### config.mk
export PLATFORM = sky130hd
export DESIGN_NAME = link_quality_monitor_status
export DESIGN_NICKNAME = d
export VERILOG_FILES = /design/src/pkg/lqm_pkg.sv /design/src/rtl/link_quality_monitor_status.sv
export VERILOG_INCLUDE_DIRS = /design/src /design/src/pkg
export SDC_FILE = /design/constraint.sdc
export NUM_CORES = 1
export LEC_CHECK = 0
export BUFFER_PORTS_ARGS = -buffer_cell sky130_fd_sc_hd__buf_2
export CORE_UTILIZATION = 50
export DETAILED_ROUTE_END_ITERATION = 10
export PLACE_DENSITY = 0.73
export SLEW_MARGIN = 20
export SYNTH_ARGS = -nofsm -noshare
export SYNTH_HDL_FRONTEND = slang
export SYNTH_SLANG_ARGS = --single-unit
### constraint.sdc
create_clock -name ref_clk -period 9 [get_ports ref_clk]
set_input_delay 1.35 -clock ref_clk [delete_from_list [all_inputs] [get_ports ref_clk]]
set_output_delay 1.35 -clock ref_clk [all_outputs]
set_load 0.01 [all_outputs]
### src/pkg/lqm_defines.svh
// offsets, field positions, reset values of the link quality monitor
`ifndef LQM_DEFINES_SVH
`define LQM_DEFINES_SVH
`define LQM_IDX_MON        8'h1d
`define LQM_IDX_THR        8'h1e
`define LQM_IDX_IRQ_STAT   8'h1f
`define LQM_IDX_IRQ_MASK   8'h20
`define LQM_IDX_CTRL       8'h21
`define LQM_MON_EN_BIT     15
`define LQM_WARN_MSB       9
`define LQM_THR_SAMPLE_BIT 13
`define LQM_THR_WSTB_BIT   12
`define LQM_THR_PSEL_MSB   11
`define LQM_THR_PSEL_LSB   9
`define LQM_THR_TSEL_BIT   8
`define LQM_THR_DATA_MSB   7
`define LQM_IRQ_LQ_BIT     0
`define LQM_CTRL_ARST_BIT  0
`define LQM_NUM_PARAMS     5
`define LQM_THR_LOW_RESET  8'h80
`define LQM_THR_HIGH_RESET 8'h7f
`define LQM_WARN_RESET     10'h000
`endif

### src/pkg/lqm_pkg.sv
// types shared by the link quality monitor
package lqm_pkg;
    typedef logic signed [7:0] param_t;
    typedef logic [9:0]        warn_t;
    typedef logic [15:0]       reg16_t;
    typedef enum logic [2:0] {
        PSEL_EQ_COEFF,
        PSEL_GAIN,
        PSEL_BLW,
        PSEL_FREQ_OFF,
        PSEL_FREQ_CTRL
    } param_sel_t;
endpackage : lqm_pkg

### src/rtl/link_quality_monitor_status.sv
// link quality monitor registers, threshold checks and interrupt
//
// Local design decision: the AHB-Lite slave port.
`timescale 1ns/10ps
`include "lqm_defines.svh"

module link_quality_monitor_status (
    input  wire  logic           ref_clk,
    input  wire  logic           rst,
    input  wire  logic           hsel,
    input  wire  logic [31:0]    haddr,
    input  wire  logic [1:0]     htrans,
    input  wire  logic           hwrite,
    input  wire  logic [2:0]     hsize,
    input  wire  logic [31:0]    hwdata,
    input  wire  logic           hready,
    output logic                 hreadyout,
    output logic                 hresp,
    output logic [31:0]          hrdata,
    input  wire  lqm_pkg::param_t eqCoeffParam,
    input  wire  lqm_pkg::param_t gainCtrlParam,
    input  wire  lqm_pkg::param_t baselineWanderParam,
    input  wire  lqm_pkg::param_t freqOffsetParam,
    input  wire  lqm_pkg::param_t freqCtrlParam,
    input  wire  logic           link100Valid,
    input  wire  logic           powerDown,
    output logic                 irq,
    output logic                 linkResetReq
);
    import lqm_pkg::*;

    localparam int NP = `LQM_NUM_PARAMS;
    localparam int WARN_W = 2 * NP;
    localparam int PSEL_W = `LQM_THR_PSEL_MSB - `LQM_THR_PSEL_LSB + 1;

    // layout checks at elaboration
    if (NP != 5) begin : gNpCheck
        $error("monitor supports exactly five parameters");
    end
    if (WARN_W != $bits(warn_t)) begin : gWarnCheck
        $error("warning field does not fit the parameter count");
    end
    if (NP > (1 << PSEL_W)) begin : gSelCheck
        $error("parameter select field too narrow");
    end
    if ($bits(param_t) != `LQM_THR_DATA_MSB + 1) begin : gDataCheck
        $error("threshold data field differs from parameter width");
    end

    // threshold checks
    function automatic logic lowViol(input param_t v, input param_t lo);
        lowViol = (lo != param_t'(`LQM_THR_LOW_RESET)) && (v < lo);
    endfunction : lowViol

    function automatic logic highViol(input param_t v, input param_t hi);
        highViol = (hi != param_t'(`LQM_THR_HIGH_RESET)) && (v > hi);
    endfunction : highViol

    function automatic logic isIdx(input logic [7:0] a, input logic [7:0] i);
        isIdx = (a == i);
    endfunction : isIdx

    // bus state
    logic           rdPhase_reg;
    logic           wrPhase_reg;
    logic           rdDone_reg;
    logic [7:0]     addrIdx_reg;
    logic [31:0]    hrdata_reg;
    logic [31:0]    hrdata_next;

    // register state
    logic           monEnable_reg;
    warn_t          warn_reg;
    warn_t          warn_next;
    param_t         thrLow_reg  [NP];
    param_t         thrHigh_reg [NP];
    param_sel_t     paramSel_reg;
    logic           thrSel_reg;
    logic           sample_reg;
    param_t         sampled_reg;
    logic           irqStat_reg;
    logic           irqStat_next;
    logic           irqMask_reg;
    logic           autoReset_reg;
    logic           armed_reg;
    logic           armed_next;
    logic           linkResetReq_reg;

    // combinational nets
    wire            accept;
    wire            readStrobe;
    wire            writeStrobe;
    wire            monRead;
    wire            wrMon;
    wire            wrThr;
    wire            wrIrqStat;
    wire            wrIrqMask;
    wire            wrCtrl;
    wire            thrWriteOk;
    wire            active;
    wire            lqEvent;
    wire  [2:0]     wrPsel;
    wire            psValid;
    wire            thrLowWr;
    wire            thrHighWr;
    param_t         thrData;
    warn_t          viol;
    param_t         paramVal [NP];
    param_t         thrSelVal;
    param_t         curParam;
    reg16_t         monRdVal;
    reg16_t         thrRdVal;
    reg16_t         rdMux;

    assign paramVal[0] = eqCoeffParam;
    assign paramVal[1] = gainCtrlParam;
    assign paramVal[2] = baselineWanderParam;
    assign paramVal[3] = freqOffsetParam;
    assign paramVal[4] = freqCtrlParam;

    // ahb-lite slave decode
    assign accept      = hsel & htrans[1] & hready;
    assign readStrobe  = rdPhase_reg & ~rdDone_reg;
    assign writeStrobe = wrPhase_reg;
    assign hreadyout   = ~readStrobe;
    assign hresp       = 1'b0;
    assign hrdata      = hrdata_reg;
    assign hrdata_next = {16'h0000, rdMux};

    assign monRead   = readStrobe & isIdx(addrIdx_reg, `LQM_IDX_MON);
    assign wrMon     = writeStrobe & isIdx(addrIdx_reg, `LQM_IDX_MON);
    assign wrThr     = writeStrobe & isIdx(addrIdx_reg, `LQM_IDX_THR);
    assign wrIrqStat = writeStrobe & isIdx(addrIdx_reg, `LQM_IDX_IRQ_STAT);
    assign wrIrqMask = writeStrobe & isIdx(addrIdx_reg, `LQM_IDX_IRQ_MASK);
    assign wrCtrl    = writeStrobe & isIdx(addrIdx_reg, `LQM_IDX_CTRL);

    // threshold write path
    assign wrPsel     = hwdata[`LQM_THR_PSEL_MSB:`LQM_THR_PSEL_LSB];
    assign psValid    = (wrPsel <= 3'(PSEL_FREQ_CTRL));
    assign thrWriteOk = wrThr & hwdata[`LQM_THR_WSTB_BIT]
                        & psValid & ~powerDown;
    assign thrData    = param_t'(hwdata[`LQM_THR_DATA_MSB:0]);
    assign thrLowWr   = thrWriteOk & ~hwdata[`LQM_THR_TSEL_BIT];
    assign thrHighWr  = thrWriteOk & hwdata[`LQM_THR_TSEL_BIT];

    // monitoring and violation detection
    assign active = monEnable_reg & link100Valid;

    genvar g;
    generate
        for (g = 0; g < NP; g++) begin : gChk
            // low at even bit, high at odd bit
            assign viol[2*g] = active
                & lowViol(paramVal[g], thrLow_reg[g]);
            assign viol[2*g+1] = active
                & highViol(paramVal[g], thrHigh_reg[g]);
        end
    endgenerate

    // warnings sticky until monitor read, new violation wins
    assign warn_next = (warn_reg & ~({10{monRead}})) | viol;

    // one interrupt event per arming
    assign lqEvent    = armed_reg & (|viol);
    assign armed_next = lqEvent ? 1'b0
                      : (monRead ? 1'b1 : armed_reg);

    // sticky status, write one clears, set wins
    assign irqStat_next = lqEvent
        | (irqStat_reg & ~(wrIrqStat & hwdata[`LQM_IRQ_LQ_BIT]));
    assign irq = irqStat_reg & irqMask_reg;

    // read values
    assign thrSelVal = thrSel_reg ? thrHigh_reg[paramSel_reg]
                                  : thrLow_reg[paramSel_reg];
    assign curParam  = paramVal[paramSel_reg];

    assign monRdVal = {monEnable_reg,
                       5'h00,
                       warn_reg[9:8],
                       warn_reg[7:6],
                       warn_reg[5:4],
                       warn_reg[3:2],
                       warn_reg[1:0]};
    assign thrRdVal = {2'h0, sample_reg, 1'b0,
                       paramSel_reg, thrSel_reg,
                       sample_reg ? sampled_reg : thrSelVal};

    assign rdMux =
        isIdx(addrIdx_reg, `LQM_IDX_MON)      ? monRdVal :
        isIdx(addrIdx_reg, `LQM_IDX_THR)      ? thrRdVal :
        isIdx(addrIdx_reg, `LQM_IDX_IRQ_STAT) ? {15'h0000, irqStat_reg} :
        isIdx(addrIdx_reg, `LQM_IDX_IRQ_MASK) ? {15'h0000, irqMask_reg} :
        isIdx(addrIdx_reg, `LQM_IDX_CTRL)     ? {15'h0000, autoReset_reg} :
        16'h0000;

    assign linkResetReq = linkResetReq_reg;

    // bus phase tracking
    always_ff @(posedge ref_clk or posedge rst) begin
        if (rst) begin
            rdPhase_reg <= 1'b0;
            wrPhase_reg <= 1'b0;
            rdDone_reg  <= 1'b0;
            addrIdx_reg <= 8'h00;
        end else if (hready) begin
            rdPhase_reg <= accept & ~hwrite;
            wrPhase_reg <= accept & hwrite;
            rdDone_reg  <= 1'b0;
            addrIdx_reg <= haddr[9:2];
        end else if (readStrobe) begin
            rdDone_reg  <= 1'b1;
        end
    end

    // read data capture
    always_ff @(posedge ref_clk or posedge rst) begin
        if (rst) begin
            hrdata_reg <= 32'h00000000;
        end else if (readStrobe) begin
            hrdata_reg <= hrdata_next;
        end
    end

    // monitor enable
    always_ff @(posedge ref_clk or posedge rst) begin
        if (rst) begin
            monEnable_reg <= 1'b0;
        end else if (wrMon) begin
            monEnable_reg <= hwdata[`LQM_MON_EN_BIT];
        end
    end

    // sticky warnings
    always_ff @(posedge ref_clk or posedge rst) begin
        if (rst) begin
            warn_reg <= `LQM_WARN_RESET;
        end else begin
            warn_reg <= warn_next;
        end
    end

    // threshold access selects
    always_ff @(posedge ref_clk or posedge rst) begin
        if (rst) begin
            paramSel_reg <= PSEL_EQ_COEFF;
            thrSel_reg   <= 1'b0;
            sample_reg   <= 1'b0;
        end else if (wrThr) begin
            if (psValid) begin
                paramSel_reg <= param_sel_t'(wrPsel);
            end
            thrSel_reg <= hwdata[`LQM_THR_TSEL_BIT];
            sample_reg <= hwdata[`LQM_THR_SAMPLE_BIT];
        end
    end

    // threshold storage
    always_ff @(posedge ref_clk or posedge rst) begin
        if (rst) begin
            for (int i = 0; i < NP; i++) begin
                thrLow_reg[i]  <= param_t'(`LQM_THR_LOW_RESET);
                thrHigh_reg[i] <= param_t'(`LQM_THR_HIGH_RESET);
            end
        end else begin
            if (thrLowWr) begin
                thrLow_reg[wrPsel] <= thrData;
            end
            if (thrHighWr) begin
                thrHigh_reg[wrPsel] <= thrData;
            end
        end
    end

    // parameter sampling for readback
    always_ff @(posedge ref_clk or posedge rst) begin
        if (rst) begin
            sampled_reg <= 8'sh00;
        end else if (sample_reg) begin
            sampled_reg <= curParam;
        end
    end

    // interrupt status
    always_ff @(posedge ref_clk or posedge rst) begin
        if (rst) begin
            irqStat_reg <= 1'b0;
        end else begin
            irqStat_reg <= irqStat_next;
        end
    end

    // interrupt mask
    always_ff @(posedge ref_clk or posedge rst) begin
        if (rst) begin
            irqMask_reg <= 1'b0;
        end else if (wrIrqMask) begin
            irqMask_reg <= hwdata[`LQM_IRQ_LQ_BIT];
        end
    end

    // interrupt arming
    always_ff @(posedge ref_clk or posedge rst) begin
        if (rst) begin
            armed_reg <= 1'b1;
        end else begin
            armed_reg <= armed_next;
        end
    end

    // auto link reset enable
    always_ff @(posedge ref_clk or posedge rst) begin
        if (rst) begin
            autoReset_reg <= 1'b0;
        end else if (wrCtrl) begin
            autoReset_reg <= hwdata[`LQM_CTRL_ARST_BIT];
        end
    end

    // automatic 100Mb link reset request
    always_ff @(posedge ref_clk or posedge rst) begin
        if (rst) begin
            linkResetReq_reg <= 1'b0;
        end else begin
            linkResetReq_reg <= autoReset_reg & lqEvent;
        end
    end

endmodule : link_quality_monitor_status
==> flow_summary.toml, run 1 <==
[status]
outcome = "finished, final reports clean"

[die]
core_sq_um = 16800
rows = 47
start_util_pct = 51.6
die_area_sq_um = 17800
die_h_microns = 134
io_pins = 152
die_x_microns = 134

[clocking]
path_clk_slew_ns = 0.07
cts_tree = "built"
insertion_delay_ns = 0.43
cts_buffers = 17
post_cts_buffers = 0
cts_root_buf = "clkbuf_16"
cts.sinks = 134
hold_buffers = 0
ctsResizeCount = 0
clock_path_buffers = 2
htreeDepth = 4

[timing]
max-slew-margin-rel_pct = 32.3
hold_violations = 0
totalNegativeSetupSlack_ns = 0
fmax_ghz = 0.295
clock_skew_ns = 0.00748
slew_viol_final = 0
fin_crit_ns = 3.39
finalCritPeriodShare_pct = 37.7
finalSetupViolations = 0
rsz0062_at_grt = "no"
worstMarginPinSlew_ns = 1.00

[critical_path]
crit_slowest_cell = "or3b_2"
cp_slowest_stage_delay_ns = 0.54
cp.required_ns = 9.30
crit_path_end_kind = "flop"
worstSetupPathType = "input port to flop"
path_cells = "buf_2 -> ha_1 -> a2111oi_0 -> o221a_2 -> nor4_1 -> or3b_2 -> o31ai_1 -> nor2_1"
cp.arrival_ns = 3.69
startpoint_type = "input port"
crit_fanout = 3

[power_and_ir_drop]
p_leak_uw = 0.00429
power_uw = 1510
power_density_nw_per_um2 = 155
ir_drop_v = 0.000138

[place]
hpwl_microns = 17300
port_buffers = 87
gp_congestion = 0.910

[logic_synthesis]
synthTopCellsByArea = "dfrtp_1 27%, dfstp_2 12%, ha_1 11%"
ys.flop_type = "dfrtp_1"
ys_types = 70
yosysTopAreaCellShare_pct = 26.9
synthCells = 816
syn_area_per_cell_sq_um = 10.6
synth_warnings = 0
async_flop_share_pct = 100
syn-cell-area_sq_um = 8650
yosys.area.top_type = "dfrtp_1"
ys_seq_elements = 134
ys_seq_area_share_pct = 39.3
synth_edf_count = 0

[routing]
dr.max_layer_used = "met4"
first_iter_violations = 504
vias = 6710
wl_met2_microns = 10900
met1Wirelength_microns = 9930
postRouteAntennaNets = 0
wirelength_microns = 23200
met3_length_microns = 1560
drc = 0
routed_via_density = 5.98
firstDrtPassIters = 6
wl_per_cell_microns = 20.7

[global_routing]
grt_pass1_vias = 6755
antenna_found_initial = 2
grt_use_total_pct = 28.1
grt_max_degree = 85
grt_pass1_wl_microns = 37400
grt-ovfl-total = 0

[cells_and_area]
final_nets = 1079
drive_above_1_share_pct = 32.3
areaGrowthSynthToFinish_pct = 12.9

[flow_run]
max_cap_violations = 0

[hold_path]
timing.hold.worst.class = "flop to flop"
stage by stage:
step	hold slack [ns]	cells	util, %	instance area, sq um	setup slack [ns]
after detailed placement	0.457	1089	54.6	9160	5.20
final	0.470	1122	58.3	9760	5.61
after global placement	0.447	1089	54.6	9160	5.22
after CTS	0.471	1121	58.2	9760	5.65
after global routing	0.490	1122	58.3	9760	5.49
after floorplan	0.447	834	-	8720	4.14
cell usage in the layout, fill, tap and decap left out, types with 17 or more instances in the layout:
cell type	count
conb_1	19
clkbuf_16	17
a21oi_1	28
o21ai_0	37
nand4_1	18
mux2_2	80
mux2i_1	22
ha_1	75
buf_2	87
inv_1	93
dfrtp_1	93
nand2_1	53
mux4_2	24
dfstp_2	41
nor2_1	45
power breakdown:
group,switching (uW),total (uW),leakage [uW],internal [uW]
clock network,285,712,0.000282,427
logic,105,172,0.00246,67.7
registers,10.5,629,0.00155,618
per-layer routing:
| layer | vias up | track usage [%] |
|---|---|---|
| li1 | 3065 | - |
| met1 | 3352 | 36.3 |
| met2 | 243 | 44.6 |
| met3 | 50 | 6.47 |
| met4 | 0 | 12.9 |
| met5 | - | 0 |
path summary, 6_finish.rpt:
| path | slack (ns) | start | endpoint | cells after the start |
|---|---|---|---|---|
| worst max-delay path | 5.61 | freqOffsetParam[5] | linkResetReq | 8 |
| worst min-delay path | 0.47 | hrdata[15] | hrdata[15] | 2 |
| worst max register to register | 6.09 | thrHigh_reg[13] | linkResetReq | 8 |
| worst min register to register | 0.47 | hrdata[15] | hrdata[15] | 2 |
| max in group asynchronous | 6.83 | rst | thrLow_reg[8] | 3 |
| min in group asynchronous | 0.99 | rst | addrIdx_reg[6] | 2 |
worst max-delay path, delay by kind of cell:
| family | cells | cell delay (ns) |
|---|---|---|
| compound gates | 3 | 1.13 |
| fa+ha+maj | 1 | 0.34 |
| buf+inv | 1 | 0.14 |
| simple gates | 3 | 0.73 |
cells by family (layout without fill, tap and decap cells):
family                   count (synthesis)  in the layout  synth area share, %
other                                    1             20               0.0433
flip-flops                             134            134                 39.3
adder cells (fa/ha/maj)                 75             75                 10.8
AO/OA/AOI/OAI                          135            135                 10.3
multiplexers                           126            126                 19.2
AND/OR/NAND/NOR                        194            194                 12.6
buffers and inverters                  151            218                 7.66
final cells by class:
type | count | area [sq um]
clock inverters | 12 | 145
diodes | 1 | 2.50
inverters | 95 | 359
multi-input cells | 549 | 4650
fillers | 1444 | 7000
flip-flops and latches | 134 | 3400
well taps | 220 | 275
repair buffers | 91 | 469
clock buffers | 20 | 457
Yosys cell counts, types with 2 or more instances:
cell type  number
nand2b_1        6
nor3_1          9
o22ai_1        10
clkbuf_1       25
nor4_1          9
o31ai_1         3
inv_1          94
nand4_1        18
nand2_2         2
buf_4          20
nor4b_1         2
dfstp_2        41
a22oi_1         2
nor2b_1         4
o21ai_0        37
a211oi_1        3
and2_1          4
o211ai_1        4
nand3b_1        2
and3b_2         2
a21oi_1        28
nor3b_1         5
a2111oi_0       3
a21o_1          7
nand3_1        10
a221oi_1       10
o221ai_1        2
ha_1           75
a41oi_1         5
or3_1           3
buf_2           8
o2111ai_1       2
mux2i_1        22
or3b_2          2
dfrtp_1        93
a31oi_1         4
nor2_1         45
buf_1           2
nand3_4         2
mux4_2         24
o221a_2         2
a221o_1         5
mux2_2         80
nand2_1        53
a211o_1         2
No activity file was read; power rests on OpenSTA's default activity.
==> inputs of run 2 (changes only) <==
clock period = 3.4 ns   (was 9 ns; I/O delays follow)
==> flow_summary.toml, run 2 (synthesized netlist as in run 1, its figures left out) <==
[cells_and_area]
final_cell_mix = "93 x inv_1, 93 x dfrtp_1, 87 x buf_2"
num_antenna_cells = 0
areaGrowthSynthToFinish_pct = 13.1
final_nets = 1082
final_cell_area_sq_um = 9790
num-fill-cells = 1425
drive_above_1_share_pct = 32.1

[critical_path]
cp.arrival_ns = 3.16
crit_path_end_kind = "flop"
critical_path.startpoint = "thrHigh_reg[13]"
r2r_slack_ns = 0.52
crit_fanout = 4
startpoint_type = "flop"
worstSetupPathType = "flop to flop"
cp.required_ns = 3.69
r2r_start = "thrHigh_reg[13]"
r2r_cells = 8

[clocking]
post_cts_buffers = 0
insertion_delay_ns = 0.43
cts_root_buf = "clkbuf_16"
cts.sinks = 134
path_clk_slew_ns = 0.06
cts_tree = "built"
clock_path_buffers = 2
ctsResizeCount = 0
htreeDepth = 4
hold_buffers = 0
cts_buffers = 17

[global_routing]
grt-ovfl-total = 0
grt_pass1_vias = 6798
grt_max_degree = 66
grt_use_total_pct = 28.5
antenna_found_initial = 0
grt_pass1_wl_microns = 37900

[routing]
first_iter_violations = 654
drc = 0
wirelength_microns = 23500
postRouteAntennaNets = 0
firstDrtPassIters = 6
wl_per_cell_microns = 20.9
vias = 6703
routed_via_density = 5.96

[die]
start_util_pct = 51.6
core_sq_um = 16800
rows = 47
io_pins = 152
die_h_microns = 134
die_x_microns = 134
die_area_sq_um = 17800

[power_and_ir_drop]
power_density_nw_per_um2 = 411
ir_drop_v = 0.000350
p_leak_uw = 0.00431

[timing]
finalSetupViolations = 0
max-slew-margin-rel_pct = 34.0
clock_skew_ns = 0.0102
finalCritPeriodShare_pct = 84.6
fmax_ghz = 0.348
worstMarginPinSlew_ns = 0.991
totalNegativeSetupSlack_ns = 0
slew_viol_final = 0
fin_crit_ns = 2.88
hold_violations = 0
rsz0062_at_grt = "no"

[place]
gp_congestion = 0.965
hpwl_microns = 17900
postPlaceCellArea_sq_um = 9190
port_buffers = 87

[hold_path]
timing.hold.worst.class = "input port to asynchronous set/reset pin"

[flow_run]
max_cap_violations = 0

[status]
outcome = "finished, final reports clean"
## run 2: changes by cell type in the layout (fill, tap and decap cells not counted), sizes merged
cell	before	now
clkinv	2	3
diode	1	0
buf	91	94
inv	99	95
bufinv	2	3
clkbuf	20	24
clkinvlp	4	2
## run 2: path summary, 6_finish.rpt
kind	endpoint
min in group ref_clk	addrIdx_reg[6]
min	thrLow_reg[35]
max	irqStat_reg
max in group asynchronous	thrLow_reg[15]
max reg2reg	irqStat_reg
min reg2reg	hrdata[11]
## run 2: layout make-up
cell class	instances	area (sq um)	share of cell area [%]
Inverter	95	360	3.68
Multi-Input combinational cell	549	4650	47.5
Tap cell	220	275	2.81
Clock inverter	8	125	1.28
Clock buffer	24	472	4.82
Sequential cell	134	3400	34.8
Timing Repair Buffer	94	500	5.11
## run 2: metrics by stage
step / hold slack, ns / total power (uW) / setup WS [ns] / instances / util, %
after floorplan: 0.447 / 1980 / 0.941 / 834 / -
after global placement: 0.450 / 2140 / 0.557 / 1092 / 54.8
after detailed placement: 0.461 / 2150 / 0.510 / 1092 / 54.8
after CTS: 0.237 / 4030 / 0.552 / 1124 / 58.4
after global routing: 0.265 / 4170 / 0.448 / 1124 / 58.4
final: 0.209 / 4020 / 0.523 / 1124 / 58.4
## run 2: routing by layer
metal / track usage (%) / wire length (microns) / up-vias
met4: 11.9 / 755 / 0
li1: - / - / 3061
met3: 6.16 / 1800 / 53
met1: 38.3 / 10300 / 3276
met2: 44.5 / 10700 / 313
met5: 0 / 0 / -
## run 2: worst max-delay path: stages (launching register included)
cell and delay (ns):
dfstp_2 0.56, inv_1 0.05, ha_1 0.30, a2111oi_0 0.43
o221a_2 0.27, nor4_1 0.11, or3b_2 0.52, o31ai_1 0.37
nand2_1 0.12
## run 2: power breakdown
part / total [uW] / switching [uW] / internal (uW)
Clock: 1890 / 699 / 1190
Sequential: 1670 / 35.3 / 1640
Combinational: 455 / 272 / 183
==> inputs of run 3 (changes only) <==
clock period = 2.65 ns   (was 3.4 ns; I/O delays follow)
==> flow_summary.toml, run 3 (synthesized netlist as in run 1, its figures left out) <==
[place]
gp_congestion = 0.928
port_buffers = 87
dpl.cell_count = 1124
pre_cts_ws_ns = -0.123
hpwl_microns = 18500

[die]
die_h_microns = 134
core_sq_um = 16800
io_pins = 152
die_area_sq_um = 17800
die_x_microns = 134
rows = 47
start_util_pct = 51.6

[clocking]
insertion_delay_ns = 0.43
cts_root_buf = "clkbuf_16"
cts_buffers = 17
clock_path_buffers = 2
path_clk_slew_ns = 0.06
htreeDepth = 4
cts.sinks = 134
cts_tree = "built"

[timing]
slew_viol_final = 0
max-slew-margin-rel_pct = 42.2
fmax_ghz = 0.390
hold_violations = 0
layout_setup_ws_ns = 0.0851
worstMarginPinSlew_ns = 0.861
clock_skew_ns = 0.0145
finalCritPeriodShare_pct = 96.8
finalSetupViolations = 0
rsz0062_at_grt = "no"
fin_crit_ns = 2.56

[global_routing]
use_met3_pct = 6.09
grt_max_degree = 43
grt-ovfl-total = 0
grtUsageMet1_pct = 39.1
grt.met2_usage_pct = 43.8
grt_pass1_vias = 6855
antenna_found_initial = 1
grt_busiest_layer = "met2"
grt_use_total_pct = 28.7
grt_pass1_wl_microns = 38000

[cells_and_area]
final_cell_count_no_fill = 1157
areaGrowthSynthToFinish_pct = 16.5
num-fill-cells = 1421
num_antenna_cells = 0
multi_input_area_sq_um = 4700
finish.utilization_pct = 60.1
drive_above_1_share_pct = 35.2
final_nets = 1115
final_cell_mix = "93 x inv_1, 93 x dfrtp_1, 87 x buf_2"
seqCellArea_sq_um = 3400

[critical_path]
path_delay_family = "compound AO/OA/AOI/OAI gates"
crit_fanout = 3
crit_slowest_cell = "dfstp_2"
path_cells = "inv_1 -> ha_1 -> a2111oi_2 -> o221a_2 -> nor4_2 -> or3b_4 -> o31ai_2 -> buf_4 -> nand2_1"
r2r_slack_ns = 0.09
cp.required_ns = 2.96
r2r_start = "thrHigh_reg[13]"
critical_path.startpoint = "thrHigh_reg[13]"
cp_slowest_stage_delay_ns = 0.53
cp_num_buf_inv = 2
startpoint_type = "flop"
crit_path_end_kind = "flop"
cp.arrival_ns = 2.88
worstSetupPathType = "flop to flop"

[status]
outcome = "finished, final reports clean"

[power_and_ir_drop]
p_leak_uw = 0.00447
ir_drop_v = 0.000437
power_density_nw_per_um2 = 492

[routing]
vias = 6901
firstDrtPassIters = 6
wirelength_microns = 24000
first_iter_violations = 644
wl_per_cell_microns = 20.7
postRouteAntennaNets = 0
routed_via_density = 5.96
drc = 0

[flow_run]
max_cap_violations = 0

[hold_path]
timing.hold.worst.class = "input port to asynchronous set/reset pin"
-- run 3: worst paths after layout --
path                                   end  cells after the start
min reg2reg                     hrdata[15]                      2
min                         thrLow_reg[17]                      2
min in group ref_clk        addrIdx_reg[7]                      2
max reg2reg                    irqStat_reg                      9
max                            irqStat_reg                      9
max in group asynchronous  thrHigh_reg[22]                      3
-- run 3: cell type report --
class	count	area share, %
Sequential cell	134	33.8
Timing Repair Buffer	127	7.80
Clock inverter	9	0.683
Multi-Input combinational cell	549	46.7
Inverter	95	3.58
Tap cell	220	2.73
Clock buffer	23	4.74
-- run 3: layer usage --
layer	up-vias	wire length [microns]
met2	322	11000
li1	3143	-
met5	-	13
met1	3366	10300
met4	2	930
met3	68	1740
-- run 3: timing repair --
item,4_1_cts,5_1_grt
setup endpoints to repair,2,3
resized for setup,4,7
hold buffers,0,0
buffers inserted,0,1
pin swaps,0,5
-- run 3: through the flow --
step | total power (uW) | hold slack [ns] | area [sq um] | TNS (ns)
CTS | 4970 | 0.0457 | 10000 | 0
detailed placement | 2780 | 0.452 | 9470 | -0.230
global placement | 2770 | 0.450 | 9470 | -0.0950
global route | 5140 | 0.0677 | 10100 | 0
floorplan | 2540 | 0.447 | 8720 | 0
finish | 4960 | 0.0397 | 10100 | 0
-- run 3: power breakdown --
part / switching (uW) / internal [uW] / total [uW] / leakage, uW
combinational: 369 / 262 / 631 / 0.00266
sequential: 38.4 / 2100 / 2140 / 0.00155
clock: 915 / 1280 / 2190 / 0.000264
total: 1320 / 3640 / 4960 / 0.00447
